[src/adc_seq_pkg.sv]
// Notes on behaviour
// - only falling trigger edges count; edge bits 00
// - select mode converts one lower channel; 1-buffer stores it in the matching slot
// - 1-buffer: one conversion, done pulse, then wait
// - run bit high: every valid trigger starts a conversion
// - 4-buffer: four triggers fill slots 0-3, done
// - scan walks lower channels from 0, one per trigger
// - lower-only scan ends with done pulse, stops
// - upper channels follow without waiting for triggers
// - scan end pulses done; next trigger restarts
// - clearing run aborts conversion, nothing stored
// - simultaneous triggers: lowest taken, rest not counted
// - timer trigger mid-conversion aborts and restarts fresh, except on back-to-back upper channels
// - aborting trigger still counted; cut-off value dropped, even in the finishing cycle
// - halt keeps converting; registers hold contents
// - idle/stop gate clock; software clears run first
// - compare match starts conversion regardless of cpu mask
// - trigger pin shared; function bit routes it here
package adc_seq_pkg;

  // register byte offsets
  localparam int ADDR_W = 8;
  localparam logic [7:0] OFS_MODE_FIRST = 8'h00;
  localparam logic [7:0] OFS_MODE_SECOND = 8'h04;
  localparam logic [7:0] OFS_STATUS = 8'h08;
  localparam logic [7:0] OFS_PORT_MODE = 8'h0c;
  localparam logic [7:0] OFS_EXT_IRQ_MODE = 8'h10;
  localparam logic [2:0] RESULT_PAGE = 3'h1; // results at 0x20..0x3c

  // trigger source codes
  localparam logic [2:0] TRG_SRC_EXT = 3'h6;
  localparam logic [2:0] TRG_SRC_TIMER = 3'h2;
  localparam logic [1:0] EDGE_FALLING = 2'h0;

  // channel layout and timing
  localparam int NUM_CHANS = 8;
  localparam logic [2:0] LAST_LOWER = 3'h3;
  localparam logic [2:0] LAST_BUF = 3'h3;
  localparam int CONV_STEP_CYCLES = 8; // cycles per conversion-time step
  localparam int CNT_W = 8;

  // bus answers
  localparam logic [1:0] RESP_OKAY = 2'h0;
  localparam logic [1:0] RESP_SLVERR = 2'h2;

  // first mode register fields
  typedef struct packed {
    logic run;
    logic scan;
    logic buf4;
    logic [1:0] rsv;
    logic [2:0] chan;
  } mode_first_t;

  // second mode register fields
  typedef struct packed {
    logic rsv1;
    logic [2:0] trg;
    logic rsv0;
    logic [2:0] fr;
  } mode_second_t;

  localparam mode_first_t MODE_FIRST_RST = 8'h00;
  localparam mode_second_t MODE_SECOND_RST = 8'h00;

  // sequencer states, gray along idle -> wait -> convert
  typedef enum logic [1:0] {
    ST_IDLE = 2'b00,
    ST_WAIT = 2'b01,
    ST_CONV = 2'b11
  } seq_state_t;

endpackage

[src/adc_ext_trigger_seq.sv]
`timescale 1ns/100ps
`default_nettype none
module adc_ext_trigger_seq #(
  parameter int RES_W = 10
) (
  input wire logic mclk_i,
  input wire logic rst_i,
  input wire logic [adc_seq_pkg::ADDR_W-1:0] s_axi_awaddr_i,
  input wire logic s_axi_awvalid_i,
  output logic s_axi_awready_o,
  input wire logic [31:0] s_axi_wdata_i,
  input wire logic [3:0] s_axi_wstrb_i,
  input wire logic s_axi_wvalid_i,
  output logic s_axi_wready_o,
  output logic [1:0] s_axi_bresp_o,
  output logic s_axi_bvalid_o,
  input wire logic s_axi_bready_i,
  input wire logic [adc_seq_pkg::ADDR_W-1:0] s_axi_araddr_i,
  input wire logic s_axi_arvalid_i,
  output logic s_axi_arready_o,
  output logic [31:0] s_axi_rdata_o,
  output logic [1:0] s_axi_rresp_o,
  output logic s_axi_rvalid_o,
  input wire logic s_axi_rready_i,
  input wire logic ext_conv_trigger_pin_i,
  input wire logic [3:0] timer_match_i,
  input wire logic [RES_W-1:0] adc_data_i,
  output logic [2:0] analog_channel_input_sel_o,
  output logic conv_busy_o,
  output logic conv_done_irq_o
);
  import adc_seq_pkg::*;

  // refuse result widths outside 1 to 16 bits
  if (RES_W < 1 || RES_W > 16) begin : g_bad_width
    $error("RES_W must lie between 1 and 16");
  end

  // bus-side state
  logic aw_hold_q; // write address captured
  logic w_hold_q; // write data captured
  logic [ADDR_W-1:0] awaddr_q;
  logic [31:0] wdata_q;
  logic [3:0] wstrb_q;
  logic bvalid_q;
  logic [1:0] bresp_q;
  logic rvalid_q;
  logic [1:0] rresp_q;
  logic [31:0] rdata_q;
  logic wr_fire; // both halves present, write happens now
  logic wr_hit; // write address is mapped

  // software-visible configuration
  mode_first_t mode_first_q;
  mode_second_t mode_second_q;
  logic port_fn_q; // trig_pin_function_bit
  logic [1:0] edge_sel_q; // edge_select_bit_hi, edge_select_bit_lo

  // sequencer state
  seq_state_t state_q;
  logic [2:0] step_q; // result slot or scan channel
  logic soft_q; // upper channels run without triggers
  logic [CNT_W-1:0] cnt_q; // cycles left in conversion
  logic irq_q;
  logic [2:0] chan_sel_q;
  logic pin_q; // previous trigger pin level
  logic [RES_W-1:0] result_q [NUM_CHANS];

  // combinational helpers
  logic run_clr; // software is clearing run this cycle
  logic ext_trig;
  logic timer_trig;
  logic trig;
  logic conv_done;
  logic [CNT_W-1:0] conv_len;
  logic [2:0] cur_chan;
  logic [2:0] slot;
  logic last_step;
  logic [2:0] next_step;

  // ---------------- AXI4-Lite write path ----------------
  // one write in flight: both channels stall while the answer stands
  assign s_axi_awready_o = !aw_hold_q && !bvalid_q;
  assign s_axi_wready_o = !w_hold_q && !bvalid_q;
  assign s_axi_bvalid_o = bvalid_q;
  assign s_axi_bresp_o = bresp_q;
  assign wr_fire = aw_hold_q && w_hold_q;
  assign wr_hit = (awaddr_q == OFS_MODE_FIRST) || (awaddr_q == OFS_MODE_SECOND) ||
                  (awaddr_q == OFS_PORT_MODE) || (awaddr_q == OFS_EXT_IRQ_MODE) ||
                  (awaddr_q == OFS_STATUS) || (awaddr_q[7:5] == RESULT_PAGE && awaddr_q[1:0] == 2'h0);

  // address and data taken in either order, answer after both
  always_ff @(posedge mclk_i) begin
    if (rst_i) begin
      aw_hold_q <= 1'b0;
      w_hold_q <= 1'b0;
      awaddr_q <= '0;
      wdata_q <= '0;
      wstrb_q <= '0;
      bvalid_q <= 1'b0;
      bresp_q <= RESP_OKAY;
    end else begin
      if (s_axi_awvalid_i && s_axi_awready_o) begin
        aw_hold_q <= 1'b1;
        awaddr_q <= s_axi_awaddr_i;
      end
      if (s_axi_wvalid_i && s_axi_wready_o) begin
        w_hold_q <= 1'b1;
        wdata_q <= s_axi_wdata_i;
        wstrb_q <= s_axi_wstrb_i;
      end
      if (wr_fire) begin
        // halves released in the same edge the answer rises
        aw_hold_q <= 1'b0;
        w_hold_q <= 1'b0;
        bvalid_q <= 1'b1;
        bresp_q <= wr_hit ? RESP_OKAY : RESP_SLVERR;
      end else if (bvalid_q && s_axi_bready_i) begin
        bvalid_q <= 1'b0;
      end
    end
  end

  // configuration registers, low byte only
  always_ff @(posedge mclk_i) begin
    if (rst_i) begin
      mode_first_q <= MODE_FIRST_RST;
      mode_second_q <= MODE_SECOND_RST;
      port_fn_q <= 1'b0;
      edge_sel_q <= EDGE_FALLING;
    end else if (wr_fire && wstrb_q[0]) begin
      // contents survive anything but reset, standby included
      unique case (awaddr_q)
        OFS_MODE_FIRST: mode_first_q <= wdata_q[7:0];
        OFS_MODE_SECOND: mode_second_q <= wdata_q[7:0];
        OFS_PORT_MODE: port_fn_q <= wdata_q[0];
        OFS_EXT_IRQ_MODE: edge_sel_q <= wdata_q[1:0];
        default: ; // status and results are read-only
      endcase
    end
  end

  // ---------------- AXI4-Lite read path ----------------
  assign s_axi_arready_o = !rvalid_q;
  assign s_axi_rvalid_o = rvalid_q;
  assign s_axi_rdata_o = rdata_q;
  assign s_axi_rresp_o = rresp_q;

  // answer one cycle after the address is taken
  always_ff @(posedge mclk_i) begin
    if (rst_i) begin
      rvalid_q <= 1'b0;
      rdata_q <= '0;
      rresp_q <= RESP_OKAY;
    end else if (s_axi_arvalid_i && s_axi_arready_o) begin
      rvalid_q <= 1'b1;
      rresp_q <= RESP_OKAY;
      rdata_q <= '0;
      if (s_axi_araddr_i[7:5] == RESULT_PAGE && s_axi_araddr_i[1:0] == 2'h0) begin
        rdata_q[RES_W-1:0] <= result_q[s_axi_araddr_i[4:2]];
      end else begin
        unique case (s_axi_araddr_i)
          OFS_MODE_FIRST: rdata_q[7:0] <= mode_first_q;
          OFS_MODE_SECOND: rdata_q[7:0] <= mode_second_q;
          // live sequencer state and the registered pin level
          OFS_STATUS: rdata_q[5:0] <= {pin_q, soft_q, conv_busy_o, step_q};
          OFS_PORT_MODE: rdata_q[0] <= port_fn_q;
          OFS_EXT_IRQ_MODE: rdata_q[1:0] <= edge_sel_q;
          default: rresp_q <= RESP_SLVERR; // unmapped, data zero
        endcase
      end
    end else if (rvalid_q && s_axi_rready_i) begin
      rvalid_q <= 1'b0;
    end
  end

  // ---------------- trigger front end ----------------
  // previous pin level for edge detection
  always_ff @(posedge mclk_i) begin
    if (rst_i) begin
      pin_q <= 1'b1;
    end else begin
      pin_q <= ext_conv_trigger_pin_i;
    end
  end

  // falling edges only, and only when the pin is routed here
  assign ext_trig = pin_q && !ext_conv_trigger_pin_i && port_fn_q &&
                    (mode_second_q.trg == TRG_SRC_EXT);
  // any compare match starts, whatever the cpu mask says
  // coincident matches collapse to one trigger, counted once
  assign timer_trig = (|timer_match_i) && (mode_second_q.trg == TRG_SRC_TIMER);
  assign trig = ext_trig || timer_trig;

  // software clearing run must win even in the finishing cycle
  assign run_clr = wr_fire && wstrb_q[0] && (awaddr_q == OFS_MODE_FIRST) && !wdata_q[7];

  // conversion length scales with the conversion time field
  assign conv_len = CNT_W'((32'(mode_second_q.fr) + 32'd1) * CONV_STEP_CYCLES);

  // select mode pins one lower channel; scan walks the step
  assign cur_chan = mode_first_q.scan ? step_q : {1'b0, mode_first_q.chan[1:0]};
  assign slot = (mode_first_q.scan || mode_first_q.buf4) ? step_q : cur_chan;
  assign last_step = mode_first_q.scan ? (step_q == mode_first_q.chan) :
                     mode_first_q.buf4 ? (step_q == LAST_BUF) : 1'b1;
  assign next_step = last_step ? 3'h0 : step_q + 3'h1;
  // back-to-back upper channels ignore timer matches, so such a match must not stall their finish
  assign conv_done = (state_q == ST_CONV) && (cnt_q == CNT_W'(1)) && !(timer_trig && !soft_q) &&
                     mode_first_q.run && !run_clr;

  // ---------------- sequencer ----------------
  // one conversion per trigger while run stays high; upper scan channels need none
  always_ff @(posedge mclk_i) begin
    if (rst_i) begin
      state_q <= ST_IDLE;
      step_q <= 3'h0;
      soft_q <= 1'b0;
      cnt_q <= '0;
      irq_q <= 1'b0;
    end else begin
      irq_q <= 1'b0; // single-cycle request
      if (!mode_first_q.run || run_clr) begin
        // abort at once, no result kept
        // clock gating in deep standby also relies on run being clear
        state_q <= ST_IDLE;
        step_q <= 3'h0;
        soft_q <= 1'b0;
        cnt_q <= '0;
      end else begin
        unique case (state_q)
          ST_IDLE: begin
            state_q <= ST_WAIT;
            step_q <= 3'h0;
          end
          ST_WAIT: begin
            if (trig) begin
              state_q <= ST_CONV;
              cnt_q <= conv_len;
            end
          end
          ST_CONV: begin
            if (timer_trig && !soft_q) begin
              // restart for the newest trigger; still counted
              cnt_q <= conv_len;
              if (!last_step) begin
                step_q <= next_step;
              end
            end else if (conv_done) begin
              step_q <= next_step;
              if (last_step) begin
                // pass complete, a later trigger starts over
                irq_q <= 1'b1;
                soft_q <= 1'b0;
                state_q <= ST_WAIT;
              end else if (mode_first_q.scan && step_q >= LAST_LOWER) begin
                // upper channels follow back to back
                soft_q <= 1'b1;
                cnt_q <= conv_len;
              end else begin
                state_q <= ST_WAIT; // external triggers ignored mid-conversion
              end
            end else begin
              cnt_q <= cnt_q - CNT_W'(1);
            end
          end
          default: state_q <= ST_IDLE; // unused code
        endcase
      end
    end
  end

  // results land only on a completed conversion
  always_ff @(posedge mclk_i) begin
    if (rst_i) begin
      for (int i = 0; i < NUM_CHANS; i++) begin
        result_q[i] <= '0;
      end
    end else if (conv_done) begin
      result_q[slot] <= adc_data_i;
    end
  end

  // channel select toward the analog mux
  always_ff @(posedge mclk_i) begin
    if (rst_i) begin
      chan_sel_q <= 3'h0;
    end else begin
      chan_sel_q <= cur_chan;
    end
  end

  assign analog_channel_input_sel_o = chan_sel_q;
  assign conv_busy_o = (state_q == ST_CONV);
  assign conv_done_irq_o = irq_q;

endmodule // adc_ext_trigger_seq
`default_nettype wire

[config.mk]
export PLATFORM = sky130hd
export DESIGN_NAME = adc_ext_trigger_seq
export DESIGN_NICKNAME = d
export VERILOG_FILES = /design/src/adc_seq_pkg.sv /design/src/adc_ext_trigger_seq.sv
export SDC_FILE = /design/constraint.sdc
export NUM_CORES = 1
export LEC_CHECK = 0
export BUFFER_PORTS_ARGS = -buffer_cell sky130_fd_sc_hd__clkbuf_2
export CORE_AREA = 2 2 111 167
export CTS_CLUSTER_DIAMETER = 100
export CTS_CLUSTER_SIZE = 8
export DETAILED_ROUTE_END_ITERATION = 7
export DIE_AREA = 0 0 113 169
export SETUP_SLACK_MARGIN = 0.2
export SYNTH_ARGS = -nofsm -noshare
export SYNTH_HDL_FRONTEND = slang
export SYNTH_SLANG_ARGS = --single-unit
export TNS_END_PERCENT = 50
[constraint.sdc]
create_clock -name mclk_i -period 2.65 [get_ports mclk_i]
set_input_delay 0.795 -clock mclk_i [delete_from_list [all_inputs] [get_ports mclk_i]]
set_output_delay 0.795 -clock mclk_i [all_outputs]
set_load 0.01 [all_outputs]
**After elaboration in Yosys (flattened, before gate mapping)**

Memories as Yosys holds them, arrays and structs flattened.
Cells that the tools add are included.

- Register bits: 73
- RAM bits: 80
- Input port bits: 74
- Output and inout port bits: 46
- Logic and storage cells: 171
- Memories kept: 1

Memories:

| memory | words | width | rd ports | clocked after memory_dff | wr ports | RTL line | source |
|---|---|---|---|---|---|---|---|
| result_q | 8 | 10 | 1 | 0 | 8 | adc_ext_trigger_seq.sv:67 | `logic [RES_W-1:0] result_q [NUM_CHANS];` |

- Add/sub/neg operators: 3
- $lt $le $gt $ge: 1
- Eq/ne operators: 25
- Multiplexer cells: 45
- Bitwise operators: 3
- Reduce and logical (&&, ||, !) cells: 65

Operators by type and width:

| kind | count |
|---|---|
| two-way mux 8 bit | 6 |
| == test 8 x 4 -> 1 bit, second input constant | 4 |
| logical AND 1 bit | 23 |
| two-way mux 3 bit | 7 |
| two-way mux 2 bit | 9 |
| == test 8 x 3 -> 1 bit, second input constant | 2 |
| == test 8 x 5 -> 1 bit, second input constant | 2 |
| logical NOT 8 bit | 2 |
| case mux 8 bit (2 select lines) | 1 |
| two-way mux 1 bit | 15 |
| case mux 4 bit (3 select lines) | 1 |
| AND reduction 4 bit | 3 |
| logical NOT 1 bit | 10 |
| two-way mux 10 bit | 1 |
| nonzero test 2 bit | 5 |
| OR reduction 10 bit | 1 |
| OR reduction 5 bit | 2 |
| == test 8 x 1 -> 1 bit, second input constant | 1 |
| logical OR 1 bit | 8 |
| AND reduction 2 bit | 4 |
| subtractor 8 x 1 -> 8 bit, second input constant | 1 |
| == test 3 x 1 -> 1 bit, second input constant | 2 |
| == test 3 x 2 -> 1 bit, second input constant | 2 |
| logical NOT 2 bit | 3 |
| other kinds (22) | 27 |

**Depth between registers and ports, before layout**

- Depth in word-level cells: 12
- Mapped depth: 7

**Least setup slack after synthesis**

No wires, ideal clock.

- Path type: input to register
- From: input timer_match_i[1]
- To: memory result_q[1][0], enable pin
- Library setup time: 340 ps
- Arrival: 2391 ps
- Data required time: 2310 ps
- Setup slack: -81 ps
- Stages: 6
- Buffers on the path: 1
- Path through: nor4_1 > o21ai_1 > nor4_1 > clkbuf_1 > nand2_1 > nand2_1

RTL lines:

| element | RTL line | source |
|---|---|---|
| from (decl) | adc_ext_trigger_seq.sv:26 | `input wire logic [3:0] timer_match_i,` |
| to (decl) | adc_ext_trigger_seq.sv:67 |  |

==> flow_metrics.py <==
metrics = {
    "setup_path": {
        "cp_num_cells": 6,
        "worst_r2r_path_depth": 6,
        "timing.critical_path.slowest_stage_cell": "sky130_fd_sc_hd__or4_4",
        "critPathBufInv": 1,
        "rr_startpoint": "awaddr_q[2]",
        "critPathMaxStageDelay_ps": 550,
        "critPathMaxFanout": 10,
        "timing.critical_path.cells": "or4_4, o31ai_4, nor3_2, and4_1, or2_2, buf_12",
        "criticalPathCategory": "flop to flop",
        "r2r-end": "result_q[6][8]",
        "critPathRequiredTime_ps": 2850,
        "critical_path.startpoint_type": "flop",
        "path_delay_family": "simple AND/OR/NAND/NOR gates",
        "setup.worst_path.end_class": "flop",
        "reg2reg_setup_slack_ps": 300,
        "arrival_ps": 2550,
    },
    "floorplan": {
        "core_region_area_um2": 17700,
        "die_w_um": 113,
        "initial_utilization": 0.410,
        "die_h_um": 169,
        "rows": 60,
        "die-area_um2": 19100,
        "io_pins": 120,
    },
    "synthesis": {
        "netlist_top_cells_area": "sky130_fd_sc_hd__edfxtp_1 33%, sky130_fd_sc_hd__dfxtp_1 20%, sky130_fd_sc_hd__mux4_2 6.2%",
        "netlist.top_cell.by_area": "sky130_fd_sc_hd__edfxtp_1",
        "mappedNetlistArea_um2": 7260,
        "synth-main-ff-cell": "sky130_fd_sc_hd__edfxtp_1",
        "number_of_warning_messages_in_the_yosys_log": 0,
        "synth_async_sr_flop_share": 0,
        "synth.avg_cell_area_um2": 11.2,
        "post-synth-top-area-fraction": 0.331,
        "synth_enable_flop_cells": 80,
        "ys_ff_latch": 151,
        "synth_cell_type_count": 63,
        "sequential_element_share_of_the_synthesized_area": 0.527,
        "synth_cells": 649,
    },
    "placed_design": {
        "placement.cell_area_um2": 8040,
        "dpl.hpwl_um": 13500,
        "finalWeightedCongestion": 0.861,
        "buffers_added_on_ports": 68,
    },
    "routing": {
        "route.met2.wl_um": 9900,
        "top_signal_layer_used": "met4",
        "drt_first_iter_violations": 274,
        "drt-pass1-iter-count": 8,
        "wl_per_cell_um": 18.2,
        "drt_wl_total_um": 17700,
        "m1_wire_length_um": 6530,
        "via_to_cell_ratio": 5.41,
        "remaining_antenna_violation_count_after_routing": 0,
        "routed-via-count": 5257,
        "met3_routed_wirelength_um": 903,
        "drc_errors": 7,
    },
    "hold_path": {
        "min_delay_path_depth": 2,
        "timing.hold.worst.start": "wstrb_q[0]",
        "whs_endpoint": "wstrb_q[0]",
        "hold_path.class": "flop to flop",
    },
    "cts": {
        "cts-buffers-inserted": 17,
        "ctsLongestPathBuffers": 2,
        "postCtsSetupBuffers": 0,
        "clkSinkCount": 151,
        "h-tree-depth": 4,
        "clock_insertion_delay_worst_skew_ps": 430,
        "clock_tree_from_tritoncts": "yes",
        "clk_pin_slew_worst_paths_ps": 70,
        "clock-root-buffer": "sky130_fd_sc_hd__clkbuf_16",
    },
    "sta": {
        "hold-worst-slack_ps": 456,
        "report.final.slew_viol_count": 0,
        "final.setup_skew_ps": 9.90,
        "worstMarginPinSlew_ps": 879,
        "rsz0062_at_grt": "no",
        "max_slew_margin": 0.412,
        "report.final.setup_viol": 0,
        "final_worst_path_period_share": 0.887,
        "max_freq_mhz": 425,
        "finalWorstPathRequiredPeriod_ps": 2350,
        "finalHoldViolations": 0,
    },
    "global_route": {
        "grt_start_max_net_pins": 48,
        "gr-usage-all-layers": 0.192,
        "grt_overflow": 0,
        "global_route_wire_length_before_repair_um": 28300,
        "first_global_vias": 5432,
        "antenna_found_initial": 0,
    },
    "final_layout": {
        "antenna-diode-count": 0,
        "fillerInstances": 1613,
        "layout.cells.most_common": "sky130_fd_sc_hd__edfxtp_1",
        "layout_common_cells": "80 x sky130_fd_sc_hd__edfxtp_1, 71 x sky130_fd_sc_hd__dfxtp_1, 68 x sky130_fd_sc_hd__clkbuf_2, 62 x sky130_fd_sc_hd__and2_1, 52 x sky130_fd_sc_hd__nand2_1",
        "layout-drive-gt1-share": 0.264,
        "finish.utilization": 0.486,
        "area_growth_pct": 18.5,
        "num-nets-final": 824,
        "fin_area_um2": 8610,
    },
    "job": {
        "max_cap_viol_count": 0,
    },
    "run_status": {
        "failed_checks": "DRC",
        "run_status": "finished with violations",
    },
    "power": {
        "power.density_cell_area_nw_per_um2": 614,
        "largest_vdd_supply_drop_mv": 0.530,
        "p_leak_nw": 3.39,
    },
}
-- Yosys cell counts, drive strengths merged (7+ instances only) --
cell	n
dfxtp	71
nand3	7
nor4	8
nor3	10
nand2	54
inv	13
mux2	8
o21ai	17
and2	62
a31oi	7
clkbuf	27
and3	25
mux4	20
a21oi	34
edfxtp	80
nor2	44
a211oi	7
ha	8
buf	33
mux2i	34
or2	8
-- per-layer routing --
metal,vias to the layer above,GRT usage
met2,153,0.363
met5,-,0
met3,27,0.0358
met4,0,0.0705
met1,2560,0.211
li1,2517,-
-- flip-flops by register name (all words and copies together) (netlist names), 8 cells and up --
name,count
awaddr_q,8
wdata_q,8
s_axi_rdata_o,10
result_q,80
mode_second_q,8
mode_first_q,8
cnt_q,8
-- how the worst max path moves through the flow --
stage                      startpoint          endpoint  slack, ps
finish                    awaddr_q[2]    result_q[6][8]        300
floorplan            timer_match_i[1]    result_q[1][0]        220
global placement     timer_match_i[1]    result_q[3][8]          8
detailed placement  s_axi_araddr_i[6]  s_axi_rdata_o[3]        -30
global route                step_q[0]        state_q[0]        210
CTS                       awaddr_q[0]    result_q[6][7]        200
-- repair_timing --
item                                    in CTS  in global routing
hold buffers                                 0                  0
gates resized for setup                      0                  1
endpoints found under the setup margin       0                 20
-- cell type report --
class                           instances  area, um^2  area share
Inverter                               13        48.8     0.00567
Sequential cell                       151        3820       0.444
Timing Repair Buffer                  111         726      0.0843
Tap cell                              217         272      0.0315
Clock buffer                           18         450      0.0523
Clock inverter                         14         115      0.0134
Multi-Input combinational cell        448        3170       0.368
-- power breakdown --
group / switching (mW) / internal (mW)
Sequential: 0.0456 / 2.54
Combinational: 0.217 / 0.168
Clock: 1.04 / 1.28
Total: 1.30 / 3.98
-- kinds of logic (layout without fill, tap and decap cells) --
group / after synthesis / count (layout) / synth area share
other cells: 1 / 24 / 0.000516
mux: 62 / 62 / 0.121
buf+inv: 73 / 156 / 0.0517
simple gates: 249 / 249 / 0.188
flops: 151 / 151 / 0.527
compound gates: 100 / 100 / 0.0924
xor+xnor: 5 / 5 / 0.00603
fa+ha+maj: 8 / 8 / 0.0138
-- worst reg2reg max path: cells and delay by family, from the launching register on --
kind / cells / cell delay, ps
AO/OA/AOI/OAI: 1 / 400
buffers and inverters: 1 / 150
flip-flops: 1 / 320
AND/OR/NAND/NOR: 4 / 1240
-- stage by stage --
| stage | cells | setup TNS (ps) | power (mW) | setup slack, ps |
|---|---|---|---|---|
| floorplan | 672 | 0 | 2.88 | 219 |
| global placement | 940 | 0 | 3.01 | 7.61 |
| detailed placement | 940 | -63.5 | 3.03 | -34.8 |
| CTS | 972 | 0 | 5.33 | 205 |
| global route | 972 | 0 | 5.47 | 210 |
| finish | 972 | 0 | 5.28 | 299 |
No activity file was read; power rests on OpenSTA's default activity.
